$ cat src/core/pp_regs.vh
`ifndef PP_REGS_VH
`define PP_REGS_VH

// ************************************************************
// Port offsets
// ************************************************************
`define PP_OFS_DATA 3'h0
`define PP_OFS_STATUS 3'h1
`define PP_OFS_CONTROL 3'h2
`define PP_OFS_EADDR 3'h3
`define PP_OFS_EDATA_A 3'h4
`define PP_OFS_EDATA_B 3'h5
`define PP_OFS_EDATA_C 3'h6
`define PP_OFS_EDATA_D 3'h7

// ************************************************************
// Status fields
// ************************************************************
`define PP_ST_TMO 0
`define PP_ST_ERR 3
`define PP_ST_ONLINE 4
`define PP_ST_PAPER 5
`define PP_ST_ACK 6
`define PP_ST_READY 7

// ************************************************************
// Control fields
// ************************************************************
`define PP_CT_STROBE 0
`define PP_CT_LF 1
`define PP_CT_INIT 2
`define PP_CT_SELECT 3
`define PP_CT_ACK_IRQ_ENABLE 4
`define PP_CT_DIR 5
`define PP_CT_WIDTH 6

// ************************************************************
// Reset values and modes
// ************************************************************
`define PP_DATA_RST 8'h00
`define PP_CTRL_RST 6'h00
`define PP_EPP_RST 8'h00
`define PP_UNMAPPED_RD 8'h00
`define PP_RDATA_RST 8'h00
`define PP_MODE_PRINTER 2'h0
`define PP_MODE_BIDIR 2'h1
`define PP_MODE_EPP 2'h2

// ************************************************************
// Timing
// ************************************************************
`define PP_CLK_NS 50
`define PP_TMO_NS 10000
`define PP_TMO_CYCLES (`PP_TMO_NS / `PP_CLK_NS)
`define PP_TMO_CW 8

`endif

$ cat src/core/pp_port.v
`timescale 1ns/1ps
`include "pp_regs.vh"

// What this block does
// - Eight ports; offsets 3-7 only in enhanced
// - Reset clears the data latch
// - Data write latched, driven uninverted to pins
// - Standard data read returns live pins
// - Status held stable through each read
// - Status bit 0 is enhanced time-out flag
// - Select 0: status read end clears flag
// - Select 1: writing one clears flag
// - Hard reset clears time-out flag
// - Status bits 1,2 read zero
// - Status 3-6 mirror error/online/paper/ack pins
// - Status bit 7 is inverted busy
// - Status write in enhanced only clears flag
// - Reset control 0-5; bits 6,7 zero
// - Control 0 inverted onto strobe pin
// - Control 1 inverted onto line-feed pin
// - Control 2 uninverted onto init pin
// - Control 3 inverted onto select pin
// - Ack rising edge interrupts when enabled
// - Control 5 sets direction; printer always out
// - Ten microsecond wait aborts, sets flag
module pp_port (
  // Clock and reset
  input wire mclk,
  input wire rst_b,
  // Host I/O port
  input wire [2:0] io_addr,
  input wire [7:0] io_wdata,
  input wire io_rd,
  input wire io_wr,
  output reg [7:0] io_rdata,
  output reg io_ready,
  // Configuration
  input wire [1:0] port_mode,
  input wire timeout_select,
  // Data pins
  input wire [7:0] par_data_pin_i,
  output reg [7:0] par_data_pin_o,
  output reg par_data_pin_oe_n,
  // Control pins
  output reg data_strobe_pin_n,
  output reg line_feed_pin_n,
  output reg printer_init_pin,
  output reg printer_select_pin_n,
  // Status pins
  input wire printer_error_in,
  input wire printer_online_in,
  input wire paper_out_in,
  input wire printer_ack_in,
  input wire printer_busy_in,
  // Interrupt
  output reg ack_irq
);

  // ************************************************************
  // Cycle states
  // ************************************************************
  localparam [3:0] ST_IDLE = 4'h1;
  localparam [3:0] ST_WAITLO = 4'h2;
  localparam [3:0] ST_STROBE = 4'h4;
  localparam [3:0] ST_DONE = 4'h8;

  // ************************************************************
  // Input synchronisers
  // ************************************************************
  wire [12:0] pins_s;
  wire [7:0] data_s;
  wire err_s;
  wire online_s;
  wire paper_s;
  wire ack_s;
  wire busy_s;

  pp_sync #(.WIDTH(13)) u_sync (
    .mclk(mclk),
    .rst_b(rst_b),
    .async_in({printer_busy_in, printer_ack_in, paper_out_in, printer_online_in, printer_error_in,
               par_data_pin_i}),
    .sync_out(pins_s)
  );

  assign data_s = pins_s[7:0];
  assign err_s = pins_s[8];
  assign online_s = pins_s[9];
  assign paper_s = pins_s[10];
  assign ack_s = pins_s[11];
  assign busy_s = pins_s[12];

  // ************************************************************
  // State
  // ************************************************************
  reg [3:0] state;
  reg [3:0] next_state;
  reg [7:0] data_latch;
  reg [`PP_CT_WIDTH-1:0] ctrl;
  reg [7:0] epp_addr;
  reg [7:0] epp_data;
  reg tmo_flag;
  reg [2:0] cur_addr;
  reg cur_wr;
  reg epp_drive;
  reg ack_d;
  wire expired;

  // Decodes for the request presented this cycle
  wire is_epp = (port_mode == `PP_MODE_EPP);
  wire req = io_rd | io_wr;
  wire take = (state == ST_IDLE) && req;
  wire epp_ofs = (io_addr >= `PP_OFS_EADDR);
  wire epp_take = take && is_epp && epp_ofs;
  wire cur_is_addr = (cur_addr == `PP_OFS_EADDR);
  wire in_cycle = (state == ST_WAITLO) || (state == ST_STROBE);

  // With direction set to input an enhanced write only looks like a read
  wire wr_drive = io_wr && !ctrl[`PP_CT_DIR];

  // Live status image, bits 1 and 2 have no storage
  wire [7:0] status_img = {~busy_s, ack_s, paper_s, online_s, err_s, 2'b00, tmo_flag & is_epp};

  // ************************************************************
  // Watchdog
  // ************************************************************
  pp_timer u_timer (
    .mclk(mclk),
    .rst_b(rst_b),
    .clr(epp_take),
    .run(in_cycle),
    .expired(expired)
  );

  // Abort when the peripheral holds wait too long
  wire abort = in_cycle && expired;
  wire strobe_end = (state == ST_STROBE) && busy_s && !expired;

  // ************************************************************
  // Sequencer
  // ************************************************************
  always @* begin
    next_state = state;
    case (state)
      ST_IDLE: begin
        if (epp_take) begin
          next_state = ST_WAITLO;
        end else if (take) begin
          next_state = ST_DONE;
        end
      end
      ST_WAITLO: begin
        if (abort) begin
          next_state = ST_DONE;
        end else if (!busy_s) begin
          next_state = ST_STROBE;
        end
      end
      ST_STROBE: begin
        if (abort || strobe_end) begin
          next_state = ST_DONE;
        end
      end
      ST_DONE: begin
        if (!req) begin
          next_state = ST_IDLE;
        end
      end
      default: begin
        next_state = ST_IDLE;
      end
    endcase
  end

  always @(posedge mclk or negedge rst_b) begin
    if (!rst_b) begin
      state <= ST_IDLE;
    end else begin
      state <= next_state;
    end
  end

  // ************************************************************
  // Time-out flag
  // ************************************************************
  // Set wins over any clear landing in the same cycle
  wire tmo_clr_rd = (state == ST_DONE) && !req && !cur_wr && (cur_addr == `PP_OFS_STATUS)
                    && !timeout_select;
  wire tmo_clr_wr = take && io_wr && is_epp && (io_addr == `PP_OFS_STATUS)
                    && timeout_select && io_wdata[`PP_ST_TMO];
  wire next_tmo = abort | (tmo_flag & ~(tmo_clr_rd | tmo_clr_wr));

  always @(posedge mclk or negedge rst_b) begin
    if (!rst_b) begin
      tmo_flag <= 1'b0;
    end else begin
      tmo_flag <= next_tmo;
    end
  end

  // ************************************************************
  // Registers written by the host
  // ************************************************************
  always @(posedge mclk or negedge rst_b) begin
    if (!rst_b) begin
      data_latch <= `PP_DATA_RST;
      ctrl <= `PP_CTRL_RST;
      epp_addr <= `PP_EPP_RST;
      epp_data <= `PP_EPP_RST;
      cur_addr <= `PP_OFS_DATA;
      cur_wr <= 1'b0;
    end else if (take) begin
      cur_addr <= io_addr;
      cur_wr <= io_wr;
      if (io_wr) begin
        case (io_addr)
          `PP_OFS_DATA: begin
            data_latch <= io_wdata;
          end
          `PP_OFS_CONTROL: begin
            ctrl <= io_wdata[`PP_CT_WIDTH-1:0];
          end
          `PP_OFS_EADDR: begin
            if (is_epp) begin
              epp_addr <= io_wdata;
            end
          end
          default: begin
            if (is_epp && epp_ofs) begin
              epp_data <= io_wdata;
            end
          end
        endcase
      end
    end
  end

  // Drive enable for an enhanced write; the byte comes from the stored port
  always @(posedge mclk or negedge rst_b) begin
    if (!rst_b) begin
      epp_drive <= 1'b0;
    end else if (epp_take) begin
      epp_drive <= wr_drive;
    end else if (state == ST_DONE) begin
      epp_drive <= 1'b0;
    end
  end

  // ************************************************************
  // Read data and ready
  // ************************************************************
  // Status is captured once at the take and held until the host lets go
  always @(posedge mclk or negedge rst_b) begin
    if (!rst_b) begin
      io_rdata <= `PP_RDATA_RST;
      io_ready <= 1'b0;
    end else begin
      io_ready <= 1'b0;
      if (take && !epp_take) begin
        io_ready <= 1'b1;
        case (io_addr)
          `PP_OFS_DATA: io_rdata <= data_s;
          `PP_OFS_STATUS: io_rdata <= status_img;
          `PP_OFS_CONTROL: io_rdata <= {2'b00, ctrl};
          default: io_rdata <= `PP_UNMAPPED_RD;
        endcase
      end else if (strobe_end || abort) begin
        io_ready <= 1'b1;
        if (!cur_wr || !epp_drive) begin
          io_rdata <= data_s;
        end
      end else if ((state == ST_DONE) && io_rd && (cur_addr == `PP_OFS_DATA)) begin
        io_rdata <= data_s;
      end
    end
  end

  // ************************************************************
  // Pin drivers
  // ************************************************************
  reg [7:0] next_pd;
  reg next_oe_n;
  reg next_strobe_n;
  reg next_lf_n;
  reg next_sel_n;

  // Enhanced cycles borrow strobe, line-feed and select pins
  always @* begin
    next_pd = data_latch;
    next_oe_n = 1'b0;
    if (port_mode != `PP_MODE_PRINTER) begin
      next_oe_n = ctrl[`PP_CT_DIR];
    end
    next_strobe_n = ~ctrl[`PP_CT_STROBE];
    next_lf_n = ~ctrl[`PP_CT_LF];
    next_sel_n = ~ctrl[`PP_CT_SELECT];
    if (in_cycle && !abort) begin
      if (epp_drive) begin
        next_pd = cur_is_addr ? epp_addr : epp_data;
        next_oe_n = 1'b0;
      end else begin
        next_oe_n = 1'b1;
      end
      next_strobe_n = ~epp_drive;
      if ((state == ST_STROBE) && !strobe_end) begin
        next_lf_n = cur_is_addr;
        next_sel_n = ~cur_is_addr;
      end else if ((state == ST_WAITLO) && !busy_s) begin
        next_lf_n = cur_is_addr;
        next_sel_n = ~cur_is_addr;
      end else begin
        next_lf_n = 1'b1;
        next_sel_n = 1'b1;
      end
    end
  end

  always @(posedge mclk or negedge rst_b) begin
    if (!rst_b) begin
      par_data_pin_o <= `PP_DATA_RST;
      par_data_pin_oe_n <= 1'b0;
      data_strobe_pin_n <= 1'b1;
      line_feed_pin_n <= 1'b1;
      printer_init_pin <= 1'b0;
      printer_select_pin_n <= 1'b1;
    end else begin
      par_data_pin_o <= next_pd;
      par_data_pin_oe_n <= next_oe_n;
      data_strobe_pin_n <= next_strobe_n;
      line_feed_pin_n <= next_lf_n;
      printer_init_pin <= ctrl[`PP_CT_INIT];
      printer_select_pin_n <= next_sel_n;
    end
  end

  // ************************************************************
  // Acknowledge interrupt
  // ************************************************************
  // One-cycle pulse per rising ack edge, gated by the enable bit
  always @(posedge mclk or negedge rst_b) begin
    if (!rst_b) begin
      ack_d <= 1'b0;
      ack_irq <= 1'b0;
    end else begin
      ack_d <= ack_s;
      ack_irq <= ctrl[`PP_CT_ACK_IRQ_ENABLE] && ack_s && !ack_d;
    end
  end

endmodule // pp_port

$ cat src/core/pp_sync.v
`timescale 1ns/1ps

// ************************************************************
// Two-stage synchroniser for pin inputs
// ************************************************************
module pp_sync #(
  parameter WIDTH = 1
) (
  // Clock and reset
  input wire mclk,
  input wire rst_b,
  // Asynchronous in, synchronised out
  input wire [WIDTH-1:0] async_in,
  output reg [WIDTH-1:0] sync_out
);

  reg [WIDTH-1:0] stage1;

  // First stage feeds only the second; nothing else looks at it
  always @(posedge mclk or negedge rst_b) begin
    if (!rst_b) begin
      stage1 <= {WIDTH{1'b0}};
      sync_out <= {WIDTH{1'b0}};
    end else begin
      stage1 <= async_in;
      sync_out <= stage1;
    end
  end

endmodule // pp_sync

$ cat src/core/pp_timer.v
`timescale 1ns/1ps
`include "pp_regs.vh"

// ************************************************************
// Enhanced-cycle watchdog
// ************************************************************
module pp_timer (
  // Clock and reset
  input wire mclk,
  input wire rst_b,
  // Control
  input wire clr,
  input wire run,
  // Result
  output reg expired
);

  // Worked out at full width, then cut to the counter on purpose
  localparam integer LAST_I = `PP_TMO_CYCLES - 1;
  localparam [`PP_TMO_CW-1:0] LAST = LAST_I[`PP_TMO_CW-1:0];

  reg [`PP_TMO_CW-1:0] count;

  // Counts run cycles since the last clear; sticks once expired
  always @(posedge mclk or negedge rst_b) begin
    if (!rst_b) begin
      count <= {`PP_TMO_CW{1'b0}};
      expired <= 1'b0;
    end else if (clr) begin
      count <= {`PP_TMO_CW{1'b0}};
      expired <= 1'b0;
    end else if (run && !expired) begin
      if (count == LAST) begin
        expired <= 1'b1;
      end else begin
        count <= count + 1'b1;
      end
    end
  end

endmodule // pp_timer

$ cat config.mk
export PLATFORM = sky130hd
export DESIGN_NAME = pp_port
export DESIGN_NICKNAME = d
export VERILOG_FILES = /design/src/core/pp_port.v /design/src/core/pp_sync.v /design/src/core/pp_timer.v
export VERILOG_INCLUDE_DIRS = /design/src /design/src/core
export SDC_FILE = /design/constraint.sdc
export NUM_CORES = 1
export LEC_CHECK = 0
export CAP_MARGIN = 20
export CORE_ASPECT_RATIO = 0.9
export CORE_MARGIN = 2
export CORE_UTILIZATION = 45
export DETAILED_ROUTE_END_ITERATION = 12
export DONT_BUFFER_PORTS = 1
export GPL_TIMING_DRIVEN = 1
export PLACE_DENSITY = 0.66
export SLEW_MARGIN = 5
export SYNTH_ARGS = -nofsm -noshare
export SYNTH_HDL_FRONTEND = slang
export SYNTH_SLANG_ARGS = --single-unit
$ cat constraint.sdc
create_clock -name mclk -period 2.86 [get_ports mclk]
set_input_delay 0.715 -clock mclk [delete_from_list [all_inputs] [get_ports mclk]]
set_output_delay 0.715 -clock mclk [all_outputs]
set_load 0.02 [all_outputs]
==> impl_summary.txt <==
----------------------------------------------------
[Layout]
  Antenna Diode Count ... 0
  Ratio of cells with drive above 1 in the final layout ... 23.4%
  Total Nets Final ... 335
  Post-Layout Cell Count ... 427
  Filler Cells Inserted ... 755
  Most frequent cells in the layout ... 95 x dfrtp_1, 40 x mux2_2, 19 x nand2_1, 12 x o21ai_0, 12 x nor2_1
  Synthesis-to-layout area growth ... 8.74%
  Area of all placed cells without fillers ... 4350 sq um
  Commonest non-fill, non-tap cell in the layout ... dfrtp_1

[Clock tree]
  Setup Buffers After CTS ... 0
  Clock transition at the registers of the reported paths ... 100 ps
  Number of clock sinks ... 99
  CTS Root Cell ... clkbuf_8
  TritonCTS clock tree ... done
  Number of buffers on the longest clock path ... 2
  Number of buffers created by CTS ... 9
  Clk Latency, worst-skew pair ... 380 ps
  Total of cells resized after clock tree synthesis ... 0
  H-tree levels ... 3

[Critical path]
  Kind of start point of the critical path ... flip-flop
  Register-to-Register Setup Slack ... 550 ps
  Critical Path Slowest Stage Cell ... or4b_4
  Capturing point of the worst reg2reg path ... io_rdata[7]$_DFFE_PN0P_
  R2r startpoint ... state[1]$_DFFE_PN0P_
  CP Capture Type ... flip-flop
  Largest incremental delay on the critical path ... 610 ps
  Count of buffer and inverter cells on the critical path ... 0
  Worst Path Required ... 3120 ps
  List of cells traversed by the critical path ... or4b_4, or4_4, o311ai_4, mux2_2
  Setup CP Type ... flip-flop to flip-flop
  Logic depth of the worst register-to-register path ... 4
  CP max FO ... 9
  Kind of cell adding the most delay to the critical path ... simple AND/OR/NAND/NOR gates
  WP data arrival ... 2580 ps

[Placed design]
  Routability-driven placement congestion ratio ... 0.872
  Placed cell areas ... 4120 sq um
  Number of port buffers ... 0
  Final HPWL from detailed placement ... 5290 microns
  Post-placement cell count ... 410

[Timing]
  Final Hold Violating Endpoints ... 0
  Headroom to the max-slew limit ... 41.2%
  Final count of pins violating max slew ... 0
  Achievable clock frequency ... 0.432 GHz
  Worst clock skew ... 9.97 ps
  Period minus WS final ... 2310 ps
  Setup total negative slack ... 0 ps
  Unrepaired setup endpoints after global routing ... false
  Pin slew with the least headroom to its limit ... 874 ps
  Part of the cycle the worst path needs ... 80.9%
  Number of setup violations in the final report ... 0

[Pwr]
  Net switching power ... 1.46 mW
  Leak ... 1.92 nW
  Power share of the clock group ... 22.6%
  Comb pwr share ... 20.7%
  Power density cells ... 980 nW/um^2
  Portion of total power attributed to sequential cells ... 56.7%
  Worst IR drop on VDD ... 0.000514 V
  Internal power summed over all cells ... 2.80 mW
  Switching portion of total power ... 34.2%

[Detailed routing]
  Post-detailed-route DRC marker count ... 0
  Number of vias after detailed routing ... 2444
  Post-detailed-route count of antenna-violating nets ... 0
  Number of optimization iterations in the first detailed-route pass ... 5
  Wire length reported by the detailed router ... 7920 microns
  Average detailed-routed wire length per instance ... 18.5 microns
  Number of DRC markers after the initial detailed-route iteration ... 105
  Via-per-instance ratio ... 5.72

[Die]
  Effective utilization at floorplan ... 46.4%
  Area inside the core boundary ... 8610 sq um
  Die X ... 103 microns
  Vertical die dimension ... 93.4 microns
  Ports ... 54
  Std-Cell Rows ... 32
  Full die area ... 9650 sq um

[Global routing]
  Maximum number of pins on one net before global-route repair ... 100
  Antenna violations before repair ... 0
  Wire length of the first global-routing pass ... 13100 microns
  Tot GR Track Use ... 18.2%
  Vias in the first global route ... 2393
  Global-route congestion overflow total ... 0

[Synth]
  Post-synthesis async set-or-reset flop share ... 100%
  Post-synthesis cell count ... 299
  Number of flops mapped to enable cells by yosys ... 0
  Synthesized flop and latch total ... 99
  Mean instance size in the synthesized netlist ... 13.4 sq um
  Combined area of all synthesized cells ... 4000 sq um
  Count of different cell masters after synthesis ... 49
  Number of warning messages in the yosys log ... 0
  Register area share after synthesis ... 62.1%
  Most common flop cell mapped by yosys ... dfrtp_1
  Net Count, Synth ... 331

[Min path]
  HP Class ... input port to async pin

[Flow run]
  Max Cap Viol ... 0

[Status]
  Run status ... complete, no violations

----------------------------------------------------
==> Yosys cell counts, types with 4 or more instances <==
cell type	n	area (sq um)
dfrtp_1	95	2380
mux2_2	40	450
nand2_1	19	71.3
nor2_1	12	45.0
o21ai_0	12	60.1
a22o_1	8	70.1
clkbuf_1	8	30.0
mux2i_1	8	80.1
a21oi_1	7	35.0
nand3_1	7	35.0
or3_1	6	37.5
a32o_1	5	50.1
nor2b_1	5	31.3
nor3_1	5	25.0
dfstp_2	4	105
inv_1	4	15.0
nor4_1	4	25.0
o31ai_1	4	30.0
xnor2_1	4	35.0
==> metal layers <==
metal / wire length, microns / global-route usage [%] / share of wire [%] / vias up
li1: - / - / - / 1101
met1: 3530 / 25.8 / 45 / 1250
met2: 3740 / 27.0 / 47 / 74
met3: 495 / 5.83 / 6.3 / 19
met4: 150 / 5.15 / 1.9 / 0
met5: 0 / 0 / 0 / -
==> per-stage QoR <==
step | setup WS, ps | total power, mW | hold slack, ps | utilization [%]
after floorplan | 677 | 3.07 | 331 | -
after global placement | 600 | 3.29 | 333 | 47.8
after detailed placement | 550 | 3.33 | 336 | 47.8
after CTS | 533 | 4.30 | 4.03 | 50.4
after global routing | 423 | 4.52 | 4.81 | 50.5
final | 545 | 4.26 | 26.3 | 50.5
==> timing repair <==
action | in CTS | in global routing
hold endpoints to repair | 0 | 9
setup endpoints to repair | 0 | 0
hold buffers | 0 | 1
==> worst max path at each step <==
| stage | slack (ps) | endpoint | depth (start not counted) | from |
|---|---|---|---|---|
| global route | 420 | io_rdata[0]$_DFFE_PN0P_ | 4 | state[1]$_DFFE_PN0P_ |
| CTS | 530 | io_rdata[7]$_DFFE_PN0P_ | 4 | state[1]$_DFFE_PN0P_ |
| global placement | 600 | io_rdata[5]$_DFFE_PN0P_ | 4 | state[1]$_DFFE_PN0P_ |
| floorplan | 680 | io_rdata[6]$_DFFE_PN0P_ | 5 | io_addr[0] |
| finish | 550 | io_rdata[7]$_DFFE_PN0P_ | 4 | state[1]$_DFFE_PN0P_ |
| detailed placement | 550 | io_rdata[7]$_DFFE_PN0P_ | 4 | state[1]$_DFFE_PN0P_ |
==> worst register-to-register path: cells and delay by family, from the launching register on <==
kind	cells	cell delay (ps)
DFF	1	510
AOI/OAI and AO/OA	1	180
muxes	1	400
and+or+nand+nor	2	1120
==> cell families (layout without fill, tap and decap cells) <==
kind of cell	count (synthesis)	after routing	share of synthesized area [%]
and+or+nand+nor	80	80	11.7
AOI/OAI and AO/OA	50	50	9.46
xor gates and xnor gates	5	5	1.10
buffers and inverters	15	24	1.66
adders and majority gates	1	1	0.313
DFF	99	99	62.1
muxes	49	49	13.7
==> sequential cells by signal, indices dropped and copies added (netlist names) <==
| signal | count |
|---|---|
| epp_addr | 8 |
| cur_addr | 3 |
| cur_wr | 1 |
| epp_data | 8 |
| io_rdata | 8 |
| ack_irq | 1 |
| data_strobe_pin_n | 1 |
| printer_select_pin_n | 1 |
| tmo_flag | 1 |
| par_data_pin_oe_n | 1 |
| ctrl | 6 |
| state | 4 |
| u_sync.sync_out | 13 |
| u_sync.stage1 | 13 |
| par_data_pin_o | 8 |
| printer_init_pin | 1 |
| data_latch | 8 |
| line_feed_pin_n | 1 |
| epp_drive | 1 |
| ack_d | 1 |
| u_timer.expired | 1 |
| u_timer.count | 8 |
| io_ready | 1 |
==> power groups by stage <==
stage          Combinational [mW]  Sequential (mW)  Clock (mW)
5_1_grt                     0.993             2.48        1.04
4_1_cts                     0.890             2.42       0.989
3_3_place_gp                0.858             2.43           0
6_report                    0.883             2.41       0.962
2_1_floorplan               0.783             2.29           0
3_5_place_dp                0.885             2.44           0
==> cell type report <==
cell class | instances | area (sq um) | area share, %
clock buffers | 9 | 124 | 2.85
inverters | 4 | 15.0 | 0.346
multi-input cells | 185 | 1450 | 33.3
flip-flops and latches | 99 | 2480 | 57.1
well taps | 119 | 149 | 3.43
clock inverters | 7 | 95.1 | 2.19
repair buffers | 4 | 32.5 | 0.749
(Power assumes the default switching activity.)
